**config.mk**
```make
export PLATFORM = sky130hd
export DESIGN_NAME = dlc_line_ctrl
export DESIGN_NICKNAME = d
export VERILOG_FILES = /design/src/dlc_tick.v /design/src/dlc_line_ctrl.v
export VERILOG_INCLUDE_DIRS = /design/src
export SDC_FILE = /design/constraint.sdc
export NUM_CORES = 1
export LEC_CHECK = 0
export ABC_AREA = 1
export BUFFER_PORTS_ARGS = -buffer_cell sky130_fd_sc_hd__buf_2
export CAP_MARGIN = 20
export CORE_UTILIZATION = 35
export CTS_CLUSTER_SIZE = 30
export DETAILED_ROUTE_END_ITERATION = 12
export GPL_TIMING_DRIVEN = 0
export SKIP_CTS_REPAIR_TIMING = 1
export SLEW_MARGIN = 10
export SYNTH_ARGS = -nofsm -noshare
export SYNTH_HDL_FRONTEND = slang
export SYNTH_HIERARCHICAL = 1
export SYNTH_SLANG_ARGS = --single-unit
export TNS_END_PERCENT = 10
```
**constraint.sdc**
```tcl
create_clock -name sys_clk -period 2 [get_ports sys_clk]
set_input_delay 0.3 -clock sys_clk [delete_from_list [all_inputs] [get_ports sys_clk]]
set_output_delay 0.3 -clock sys_clk [all_outputs]
set_load 0.01 [all_outputs]
```
**src/dlc_defs.vh**
```
// dlc_defs.vh: constants for the dialer line control block.
// assumes: included by bare name; definitions only, no logic.
`ifndef DLC_DEFS_VH
`define DLC_DEFS_VH

// ****************************************************************
// register indices and byte addresses (byte address = 4 x index)
// ****************************************************************
`define DLC_IDX_DIALER      8'h16
`define DLC_IDX_LINE        8'h22
`define DLC_IDX_TICK        8'h24
`define DLC_ADDR_DIALER     12'h058
`define DLC_ADDR_LINE       12'h088
`define DLC_ADDR_TICK       12'h090
`define DLC_ADDR_IRQ        12'h0A0

// ****************************************************************
// field positions
// ****************************************************************
`define DLC_B_HF_IN         0
`define DLC_B_HF_OUT        1
`define DLC_B_HD_IN         2
`define DLC_B_HD_OUT        3
`define DLC_B_HOOK          4
`define DLC_B_AUTO_SEL      5
`define DLC_B_DIAL_BRK      6
`define DLC_B_MUTE          7
`define DLC_B_LINE_EN       7
`define DLC_B_TICK_EN       5
`define DLC_B_TICK_TO       7
`define DLC_B_IRQ_TICK      0
`define DLC_B_IRQ_DIALER    1

// ****************************************************************
// reset values and operating modes
// ****************************************************************
`define DLC_RST_AUTO_SEL    1'b0
`define DLC_RST_DIAL_BRK    1'b1
`define DLC_RST_MUTE        1'b1
`define DLC_RST_SYNC        3'h5
`define DLC_RST_LINE        1'b0
`define DLC_RST_TICK        1'b0
`define DLC_MODE_NORMAL     2'h0
`define DLC_MODE_GREEN      2'h1
`define DLC_MODE_SLEEP      2'h2
`define DLC_MODE_IDLE       2'h3

// ****************************************************************
// timing
// ****************************************************************
`define DLC_CLK_HZ          100000000
`define DLC_TICK_MS         1000
`define DLC_TICK_CYCLES     (`DLC_CLK_HZ / 1000 * `DLC_TICK_MS)

`endif

```
**src/dlc_tick.v**
```verilog
// dlc_tick.v: periodic time-out counter for the clock tick function.
// assumes: sys_clk at 100 MHz, rst_b asynchronous active low, ce freezes.
`timescale 1ns/1ps
`include "dlc_defs.vh"

module dlc_tick #(
    parameter PERIOD = `DLC_TICK_CYCLES
) (
    input  wire sys_clk,
    input  wire rst_b,
    input  wire ce,
    input  wire enable,
    output reg  timeout_q
);
    reg [31:0] cnt_q;

    // ****************************************************************
    // counter
    // ****************************************************************
    // one-cycle pulse each full period; disabling restarts the period
    always @(posedge sys_clk or negedge rst_b) begin
        if (!rst_b) begin
            cnt_q     <= 32'h0;
            timeout_q <= 1'b0;
        end else if (ce) begin
            timeout_q <= 1'b0;
            if (!enable) begin
                cnt_q <= 32'h0;
            end else if (cnt_q >= PERIOD - 1) begin
                cnt_q     <= 32'h0;
                timeout_q <= 1'b1;
            end else begin
                cnt_q <= cnt_q + 32'h1;
            end
        end
    end
endmodule

```
**src/dlc_line_ctrl.v**
```verilog
// dlc_line_ctrl.v: dialer pins, line control and clock tick registers on apb.
// assumes: hook, hands-free and hold pins synchronised here; other inputs synchronous to sys_clk; a single apb master.
//
// Operation
// - status bits 0..4 show hands-free in/out, hold in/out, hook levels.
// - auto-select bit 5 lets pins drive line; zero leaves line output to line control only.
// - bit 6 floats dial break output when 1, pulls low when 0.
// - bit 7 floats speech mute output when 1, drives low when 0.
// - auto-select result low only when hook high and both outputs low.
// - line control register bit 7 is enable; bits 6..0 read zero.
// - source is tick in normal/green, wake or tick in sleep, wake idle.
// - active line control source drives line output high.
// - writing zero to enable ends line control; line output then follows auto-select only.
// - tick register has enable bit 5, time-out flag bit 7, rest zero.
// - enabled tick counter times out every 1000 ms.
// - each time-out sets tick interrupt flag and time-out flag.
// - servicing clears interrupt flag; time-out flag kept until software.
// - a left-set time-out flag does not block the next interrupt.
// - hook rising edge gives on-hook status and dialer interrupt.
// - hook falling edge gives off-hook, clears both outputs, interrupts.
// - hold low pulse while line made clears hands-free, toggles hold.
// - hands-free high pulse clears hold, toggles hands-free, interrupts.
//
// Design decision made here: register access over APB.
`timescale 1ns/1ps
`include "dlc_defs.vh"

module dlc_line_ctrl #(
    parameter TICK_CYCLES = `DLC_TICK_CYCLES
) (
    input  wire        sys_clk,
    input  wire        rst_b,
    input  wire        ce,
    input  wire        psel,
    input  wire        penable,
    input  wire        pwrite,
    input  wire [11:0] paddr,
    input  wire [31:0] pwdata,
    output reg  [31:0] prdata,
    output reg         pready,
    output reg         pslverr,
    input  wire        hook_switch_in,
    input  wire        handsfree_req_in,
    input  wire        hold_req_in,
    input  wire [1:0]  op_mode,
    input  wire        port_wake,
    input  wire        tick_irq_ack,
    input  wire        dialer_irq_ack,
    output reg         handsfree_out,
    output reg         hold_line_out,
    output reg         line_drive_out,
    output reg         dial_break_out,
    output reg         dial_break_oe_b,
    output reg         speech_mute_out,
    output reg         speech_mute_oe_b,
    output reg         clock_tick_irq_flag,
    output reg         dialer_irq_flag,
    output reg         on_hook_status
);
    // ****************************************************************
    // declarations
    // ****************************************************************
    // input pipeline: two synchroniser stages and the edge register
    reg  [2:0] sync1_q;
    reg  [2:0] sync2_q;
    reg  [2:0] prev_q;

    // software flags of the dialer, line control and tick registers
    reg        line_auto_sel;
    reg        dial_break_ctrl;
    reg        mute_ctrl;
    reg        line_hold_enable;
    reg        clock_tick_enable;
    reg        clock_tick_timeout_flag;

    // line control latch, set by its source and cleared by the enable
    reg        line_active_q;

    // next values of the dialer outputs and the line pin
    reg        hf_d;
    reg        hd_d;
    reg        line_d;
    reg        auto_line;
    reg        src_hit;

    // read data chosen in the setup phase
    reg [31:0] rdata_d;

    // tick pulse from the counter
    wire       tick_to;

    // synchronised pin levels
    wire       hook_s;
    wire       hf_s;
    wire       hd_s;

    // bus strobes
    wire       wr_en;
    wire       rd_en;

    // one-cycle pin events
    wire       hook_rise;
    wire       hook_fall;
    wire       hd_pulse;
    wire       hf_pulse;

    // address decode used for the error answer; the read mux decodes on its own
    // the irq flag word has an offset of its own beside the three registers
    function mapped;
        input [11:0] a;
        begin
            mapped = (a == `DLC_ADDR_DIALER) || (a == `DLC_ADDR_LINE) ||
                     (a == `DLC_ADDR_TICK) || (a == `DLC_ADDR_IRQ);
        end
    endfunction

    // ****************************************************************
    // clock tick counter
    // ****************************************************************
    // a disabled counter holds at zero, so enabling starts a full period
    dlc_tick #(
        .PERIOD    (TICK_CYCLES)
    ) u_tick (
        .sys_clk   (sys_clk),
        .rst_b     (rst_b),
        .ce        (ce),
        .enable    (clock_tick_enable),
        .timeout_q (tick_to)
    );

    // ****************************************************************
    // input synchronisers: hook, hands-free, hold
    // ****************************************************************
    // two stages then an edge register; only sync2 feeds the detectors
    // reset to the idle levels: hook up, hands-free low, hold high
    always @(posedge sys_clk or negedge rst_b) begin
        if (!rst_b) begin
            sync1_q <= `DLC_RST_SYNC;
            sync2_q <= `DLC_RST_SYNC;
            prev_q  <= `DLC_RST_SYNC;
        end else if (ce) begin
            sync1_q <= {hold_req_in, handsfree_req_in, hook_switch_in};
            sync2_q <= sync1_q;
            prev_q  <= sync2_q;
        end
    end
    // synchronised levels, also shown in the status register
    assign hook_s    = sync2_q[0];
    assign hf_s      = sync2_q[1];
    assign hd_s      = sync2_q[2];

    // hook changes act on both edges
    assign hook_rise = hook_s & ~prev_q[0];
    assign hook_fall = ~hook_s & prev_q[0];
    // hold request ends on its rising edge; hands-free on its falling edge
    assign hd_pulse  = hd_s & ~prev_q[2];
    assign hf_pulse  = ~hf_s & prev_q[1];

    assign wr_en = psel & penable & pwrite & ce;
    assign rd_en = psel & ~penable & ~pwrite;

    // ****************************************************************
    // dialer state machine next values
    // ****************************************************************
    // hook fall outranks hold, and hold outranks hands-free
    always @* begin
        hf_d = handsfree_out;
        hd_d = hold_line_out;
        if (hook_fall) begin
            hf_d = 1'b0;
            hd_d = 1'b0;
        end else if (hd_pulse && line_drive_out) begin
            hf_d = 1'b0;
            hd_d = ~hold_line_out;
        end else if (hf_pulse) begin
            hd_d = 1'b0;
            hf_d = ~handsfree_out;
        end
        // line breaks only with hook up and neither hold nor hands-free
        auto_line = ~(hook_s & ~hf_d & ~hd_d);

        // source selection by operating mode
        case (op_mode)
            `DLC_MODE_NORMAL: src_hit = tick_to;
            `DLC_MODE_GREEN:  src_hit = tick_to;
            `DLC_MODE_SLEEP:  src_hit = tick_to | port_wake;
            `DLC_MODE_IDLE:   src_hit = port_wake;
            default:          src_hit = 1'b0;
        endcase
        line_d = (line_auto_sel & auto_line) | line_active_q;
    end

    // ****************************************************************
    // dialer outputs and line control
    // ****************************************************************
    always @(posedge sys_clk or negedge rst_b) begin
        if (!rst_b) begin
            handsfree_out   <= 1'b0;
            hold_line_out   <= 1'b0;
            line_drive_out  <= 1'b0;
            line_active_q   <= 1'b0;
            on_hook_status  <= 1'b1;
            dialer_irq_flag <= 1'b0;
        end else if (ce) begin
            // outputs take their next values on every enabled edge
            handsfree_out  <= hf_d;
            hold_line_out  <= hd_d;
            line_drive_out <= line_d;
            if (hook_rise) begin
                on_hook_status <= 1'b1;
            end else if (hook_fall) begin
                on_hook_status <= 1'b0;
            end

            // line control latches on its source and ends with the enable
            if (!line_hold_enable) begin
                line_active_q <= 1'b0;
            end else if (src_hit) begin
                line_active_q <= 1'b1;
            end

            // set wins over acknowledge
            if (hook_rise || hook_fall || (hd_pulse && line_drive_out) || hf_pulse) begin
                dialer_irq_flag <= 1'b1;
            end else if (dialer_irq_ack) begin
                dialer_irq_flag <= 1'b0;
            end
        end
    end

    // ****************************************************************
    // software registers
    // ****************************************************************
    always @(posedge sys_clk or negedge rst_b) begin
        if (!rst_b) begin
            line_auto_sel           <= `DLC_RST_AUTO_SEL;
            dial_break_ctrl         <= `DLC_RST_DIAL_BRK;
            mute_ctrl               <= `DLC_RST_MUTE;
            line_hold_enable        <= `DLC_RST_LINE;
            clock_tick_enable       <= `DLC_RST_TICK;
            clock_tick_timeout_flag <= 1'b0;
            clock_tick_irq_flag     <= 1'b0;
        end else if (ce) begin
            // dialer flags; status bits 0..4 are read-only, writes to them drop
            if (wr_en && paddr == `DLC_ADDR_DIALER) begin
                line_auto_sel   <= pwdata[`DLC_B_AUTO_SEL];
                dial_break_ctrl <= pwdata[`DLC_B_DIAL_BRK];
                mute_ctrl       <= pwdata[`DLC_B_MUTE];
            end

            // line control enable; clearing it ends a latched line
            if (wr_en && paddr == `DLC_ADDR_LINE) begin
                line_hold_enable <= pwdata[`DLC_B_LINE_EN];
            end

            // tick enable; the counter restarts its period when cleared
            if (wr_en && paddr == `DLC_ADDR_TICK) begin
                clock_tick_enable <= pwdata[`DLC_B_TICK_EN];
            end

            // time-out sets the flag whatever its old value; set wins over write
            if (tick_to) begin
                clock_tick_timeout_flag <= 1'b1;
            end else if (wr_en && paddr == `DLC_ADDR_TICK) begin
                clock_tick_timeout_flag <= pwdata[`DLC_B_TICK_TO];
            end
            // interrupt service clears only the request flag
            if (tick_to) begin
                clock_tick_irq_flag <= 1'b1;
            end else if (tick_irq_ack) begin
                clock_tick_irq_flag <= 1'b0;
            end
        end
    end

    // ****************************************************************
    // open-drain pins: enable low while pulling low
    // ****************************************************************
    always @(posedge sys_clk or negedge rst_b) begin
        if (!rst_b) begin
            dial_break_out   <= 1'b0;
            dial_break_oe_b  <= 1'b1;
            speech_mute_out  <= 1'b0;
            speech_mute_oe_b <= 1'b1;
        end else if (ce) begin
            // the data side stays low; only the enable moves
            dial_break_out   <= 1'b0;
            dial_break_oe_b  <= dial_break_ctrl;
            speech_mute_out  <= 1'b0;
            speech_mute_oe_b <= mute_ctrl;
        end
    end

    // ****************************************************************
    // apb read mux
    // ****************************************************************
    always @* begin
        // unused bits and unmapped offsets read as zero
        rdata_d = 32'h0;
        case (paddr)
            `DLC_ADDR_DIALER: begin
                rdata_d[`DLC_B_HF_IN]    = hf_s;
                rdata_d[`DLC_B_HF_OUT]   = handsfree_out;
                rdata_d[`DLC_B_HD_IN]    = hd_s;
                rdata_d[`DLC_B_HD_OUT]   = hold_line_out;
                rdata_d[`DLC_B_HOOK]     = hook_s;
                rdata_d[`DLC_B_AUTO_SEL] = line_auto_sel;
                rdata_d[`DLC_B_DIAL_BRK] = dial_break_ctrl;
                rdata_d[`DLC_B_MUTE]     = mute_ctrl;
            end
            `DLC_ADDR_LINE: rdata_d[`DLC_B_LINE_EN] = line_hold_enable;
            `DLC_ADDR_TICK: begin
                rdata_d[`DLC_B_TICK_EN] = clock_tick_enable;
                rdata_d[`DLC_B_TICK_TO] = clock_tick_timeout_flag;
            end
            // the irq flag word shows both request flags
            `DLC_ADDR_IRQ: begin
                rdata_d[`DLC_B_IRQ_TICK]   = clock_tick_irq_flag;
                rdata_d[`DLC_B_IRQ_DIALER] = dialer_irq_flag;
            end
            default: rdata_d = 32'h0;
        endcase
    end

    // ****************************************************************
    // apb answer: no wait state, ready in first access cycle
    // ****************************************************************
    // data captured in setup so the access phase sees a registered answer
    always @(posedge sys_clk or negedge rst_b) begin
        if (!rst_b) begin
            prdata  <= 32'h0;
            pready  <= 1'b0;
            pslverr <= 1'b0;
        end else if (ce) begin
            // every setup is answered at once, so the access phase never waits
            pready  <= psel & ~penable;
            // an unmapped offset still completes, flagged as an error
            pslverr <= psel & ~penable & ~mapped(paddr);

            if (rd_en) begin
                prdata <= rdata_d;
            end
        end
    end
endmodule

```
# After elaboration in Yosys (flattened, before gate mapping)

Index checks and enable logic that the tools add are counted.

Register bits after elaboration: 67
Output and inout port bits: 44
Input port bits: 58
Logic and storage cells: 111

$add $sub $neg: 1
Bitwise operators: 27
Muxes and demuxes: 26
Reductions and logical operators: 25
Equality and inequality tests: 8
$lt $le $gt $ge: 1

Operator list:

| cell                                                                | count |
|---|---|
| 2-to-1 mux 32 bit                                                   | 2 |
| == test 12 x 8 -> 1 bit, second input constant                      | 3 |
| adder 32 x 1 -> 32 bit, second input constant                       | 1 |
| greater-or-equal comparator 32 x 27 -> 1 bit, second input constant | 1 |
| 2-to-1 mux 1 bit                                                    | 19 |
| AND reduction 2 bit                                                 | 9 |
| AND 1 bit                                                           | 13 |
| == test 12 x 7 -> 1 bit, second input constant                      | 1 |
| inverter 1 bit                                                      | 12 |
| nonzero test 2 bit                                                  | 4 |
| logical OR 1 bit                                                    | 6 |
| case mux 1 bit (3 select lines)                                     | 2 |
| == test 2 bit, second input constant                                | 2 |
| logical AND 1 bit                                                   | 4 |
| case mux 2 bit (2 select lines)                                     | 1 |
| 2-to-1 mux 3 bit                                                    | 1 |
| == test 2 x 1 -> 1 bit, second input constant                       | 1 |
| logical NOT 2 bit                                                   | 1 |
| inequality test 2 x 1 -> 1 bit, second input constant               | 1 |
| OR 1 bit                                                            | 2 |
| case mux 1 bit (2 select lines)                                     | 1 |
| OR reduction 2 bit                                                  | 1 |

# Logic depth before layout (Yosys ltp)

Depth in word-level cells: 11
Depth in mapped cells: 11
Gate-level depth less buffers: 11

# By module

The synthesis kept the hierarchy.

By module, submodules not included:

| module        | area each (um2) | sequential area each (um2) | times used | cells an instance |
|---|---|---|---|---|
| dlc_tick      | 2100.8          | 825.8                      | 1          | 271 |
| dlc_line_ctrl | 1900.6          | 864.6                      | 1          | 234 |

# Worst setup path after synthesis

OpenSTA, ideal clock, no wires.

Path kind: reg2reg
Start point: register u_tick.cnt_q[0]
End point: register u_tick.cnt_q[18]
Cell stages (with the launch flop): 10
Period minus slack after synthesis: 1499 ps
Required time: 1926 ps
Path buffers: 1
Arrival: 1425 ps
Slack: 501 ps
Library setup time: 74 ps
Cell sequence: dfrtp_1 -> ha_1 -> nand3_2 -> inv_2 -> nand2_1 -> nand2_1 -> nand3_2 -> nand3_4 -> buf_12 -> o21ai_2

Word-level cells in the longest chain between the ends: 3
Elaborated cells between the ends (all ways): 4
Those cells by class: add/sub (1); order compare (1); mux (2)

RTL lines:

| item                                                                                   | line                         | RTL |
|---|---|---|
| start: declaration                                                                     | dlc_tick.v:15                | `reg [31:0] cnt_q;` |
| start signal: assignment                                                               | dlc_tick.v:33                | `cnt_q <= cnt_q + 32'h1;` |
| adder 32 x 1 -> 32 bit or greater-or-equal comparator 32 x 27 -> 1 bit (tied branches) | dlc_tick.v:33, dlc_tick.v:29 |  |
| 2-to-1 mux 32 bit (*)                                                                  | dlc_tick.v:29                | `end else if (cnt_q >= PERIOD - 1) begin` |
| 2-to-1 mux 32 bit (*)                                                                  | dlc_tick.v:27                | `if (!enable) begin` |

Mark *: on every way between the ends. The rest lies on a longest branch, timed or not.
A chain may end at the register's enable or synchronous reset.

# Worst setup path after layout

Start point: register u_tick.cnt_q[0]
End point: register u_tick.cnt_q[24]

Same word-level chain as after synthesis.

==> results by group <==
Final layout
  • Register area: roughly 0.0017 mm^2
  • Fin nets: 650
  • Synth-to-Final Area Change: 21.6%
  • Commonest non-fill, non-tap cell in the layout: nand2_1
  • Filler cells: 1108
  • Ant diodes: 0
  • Multi-input gate area: approximately 0.0019 mm^2
  • Design area: slightly below 0.005 mm^2
  • Most frequent cells in the layout: nand2_1 (151), dfrtp_1 (56), inv_1 (49), buf_2 (49), nor2_1 (46)
  • Share of layout cells above drive strength 1: 28.3%

Worst setup path
  • Delay-heaviest family, CP: simple AND/OR/NAND/NOR gates
  • Critical path's slowest cell: dfrtp_1
  • Setup crit start kind: register
  • Critical path class: register to register
  • Critical path required time: about 2300 ps
  • Worst-path fanout max: 4
  • CP cell instances: ha_1, nand3_2, inv_2, nand2_1, nand2_1, nand3_2, nand2_1, nor2_2, nand3_1, nand2_1
  • Worst Path Arrival: 2100 ps
  • Critical Path Most Common Cell: nand2_1
  • Slowest cell delay on critical path: ~420 ps
  • Crit. End Element: register
  • Crit path buffers/inverters: 1

Clocking
  • Clk Latency, worst-skew pair: 330 ps
  • Root buffer cell: clkbuf_16
  • CTS HTree Levels: 3
  • Total CTS buffers: 9
  • Clock Pin Slew Worst Setup and Hold Paths: ~60 ps
  • CTS tree: done
  • CTS Buffer Depth: 2
  • Clock sinks: 67

Synth
  • Post-synthesis async set-or-reset flop share: 100%
  • Yosys cell types: 40
  • Number of enable flip-flop cells after synthesis: 0
  • Register area share after synthesis: 42.2%
  • #FFs+latches synth: 67
  • Post-Syn Area: 0.00400 mm^2
  • Ys Warns: 6
  • Mapped Avg Cell Area: 7.92 um^2
  • Synth Flop Type: dfrtp_1
  • Syn Inst Count: around 500

Floorplan
  • Row count: 38
  • Initial Util: 36.4%
  • # IOs: ~100
  • Core area: 0.0110 mm^2
  • Die ar.: approximately 0.012 mm^2
  • Die X-Extent: 109 um
  • Die Ht: 109 um

Power and ir drop
  • Leak pwr: 2.34 nW
  • Pwr per Cell Area: 722 mW/mm^2
  • Maximum vdd drop: 0.000499 V

STA
  • Final setup violation count: 0
  • Final period util: 91.7%
  • Slew Limit Headroom: 63.3%
  • Worst Clk Skew: 5.05 ps
  • Final min period: 1830 ps
  • Fin. max-slew vios: 0
  • Fin Setup TNS: 0 ps
  • Max Clock Freq: 545 MHz
  • Slew @ Worst Pin: about 550 ps
  • Final hold vios: 0
  • RSZ-0062 raised after global routing: no

Routing
  • DRT Pass-1 Iters: 4
  • Via density: between 4 and 5
  • DRT iter0 DRCs: 172
  • Via count: 3415
  • Wire per inst: between 10 and 15 um
  • Number of remaining DRC errors: 0
  • WL final: 8940 um
  • Antenna Violating Nets Remaining: 0

Global routing
  • Vias in the first global route: 3308
  • GRT overflow: 0
  • Initial antenna violation count: 0
  • First-pass GRT wire length: 15000 um
  • Total GRT Usage: between 15 and 20%
  • Largest net degree at the start of global routing: 65

Place
  • Gpl congestion: 0.871
  • Buffers on Ports: 46
  • Cell Area, Placed: 0.00453 mm^2
  • Placed wire-length estimate: 6780 um

Job
  • Number of max-cap violations: 0

Min path
  • HP Class: primary input to register

Outcome
  • Status: complete, no violations
final timing paths:
path,end,start,depth (start not counted),slack (ps)
worst min register to register,speech_mute_oe_b$_DFFE_PN1P_,speech_mute_oe_b$_DFFE_PN1P_,2,460
worst max register to register,u_tick/cnt_q[24]$_DFFE_PN0P_,u_tick/cnt_q[0]$_DFFE_PN0P_,10,170
worst max-delay path,u_tick/cnt_q[24]$_DFFE_PN0P_,u_tick/cnt_q[0]$_DFFE_PN0P_,10,170
min in group asynchronous,prdata[7]$_DFFE_PN0P_,rst_b,2,310
max in group asynchronous,dial_break_ctrl$_DFFE_PN1P_,rst_b,3,1150
worst min-delay path,sync1_q[2]$_DFFE_PN1P_,hold_req_in,3,160
metrics by stage:
step	util, %	power [mW]	hold slack [ps]	cells	setup slack, ps
floorplan	-	1.68	4.41	530	501
global placement	41.0	1.81	450	716	216
detailed placement	41.3	1.82	111	717	163
CTS	44.2	3.56	-242	733	146
global route	44.3	3.67	166	734	2.38
finish	44.3	3.51	160	734	165
sequential cells by signal (all words and copies together) (netlist names), 3 cells and up:
register	flops
prdata	8
prev_q	3
sync1_q	3
sync2_q	3
u_tick/cnt_q	32
kinds of logic after synthesis:
group	count (synthesis)	share of synthesized area (%)
AO/OA/AOI/OAI	61	11.1
XOR/XNOR	13	2.85
adder cells (fa/ha/maj)	3	0.938
buffers and inverters	93	12.2
flip-flops	67	42.2
multiplexers	1	0.281
other	1	0.0937
AND/OR/NAND/NOR	266	30.3
layout make-up:
class | count | area share, %
clock inverters | 6 | 1.77
clock buffers | 10 | 4.91
inverters | 58 | 4.58
well taps | 140 | 3.60
plain buffers | 35 | 5.48
multi-input cells | 370 | 39.4
repair buffers | 48 | 5.55
flip-flops and latches | 67 | 34.7
power breakdown:
group | leakage (nW) | internal, mW | switching [mW]
combinational | 1.30 | 0.135 | 0.194
clock | 0.159 | 1.12 | 0.589
sequential | 0.882 | 1.42 | 0.0479
total | 2.34 | 2.68 | 0.831
synthesized netlist by cell type, types with 2 or more instances:
| cell | number | area, um^2 |
|---|---|---|
| xor2_1 | 12 | 105 |
| buf_2 | 4 | 20.0 |
| nand2_1 | 151 | 567 |
| o22ai_2 | 8 | 100 |
| nor2_4 | 6 | 67.6 |
| o21bai_1 | 2 | 15.0 |
| ha_1 | 3 | 37.5 |
| dfstp_2 | 11 | 289 |
| nor2_1 | 46 | 173 |
| nand2_2 | 6 | 37.5 |
| buf_12 | 2 | 40.0 |
| buf_4 | 26 | 195 |
| dfrtp_1 | 56 | 1400 |
| o21ai_0 | 15 | 75.1 |
| clkbuf_1 | 2 | 7.51 |
| nor2_2 | 9 | 56.3 |
| nand3_1 | 24 | 120 |
| inv_2 | 6 | 22.5 |
| nor3_1 | 7 | 35.0 |
| nand2_4 | 2 | 22.5 |
| clkinv_1 | 2 | 7.51 |
| inv_1 | 49 | 184 |
| a21oi_1 | 5 | 25.0 |
| o21ai_1 | 10 | 50.1 |
| nand3_2 | 6 | 60.1 |
| o21ai_2 | 14 | 123 |
| o31ai_1 | 3 | 22.5 |
| nand4_1 | 6 | 37.5 |
per-layer routing:
| metal | GRT usage, % | part of all wire, % | vias up |
|---|---|---|---|
| met3 | 3.83 | 5.3 | 10 |
| li1 | - | - | 1723 |
| met2 | 28.8 | 49 | 83 |
| met1 | 19.5 | 44 | 1599 |
| met4 | 5.60 | 1.5 | 0 |
| met5 | 0 | 0 | - |
tightest hold or removal path, delay by kind of cell:
kind	cells	cell delay, ps
simple gates	2	100
buf+inv	1	100
No activity file was read; power rests on OpenSTA's default activity.
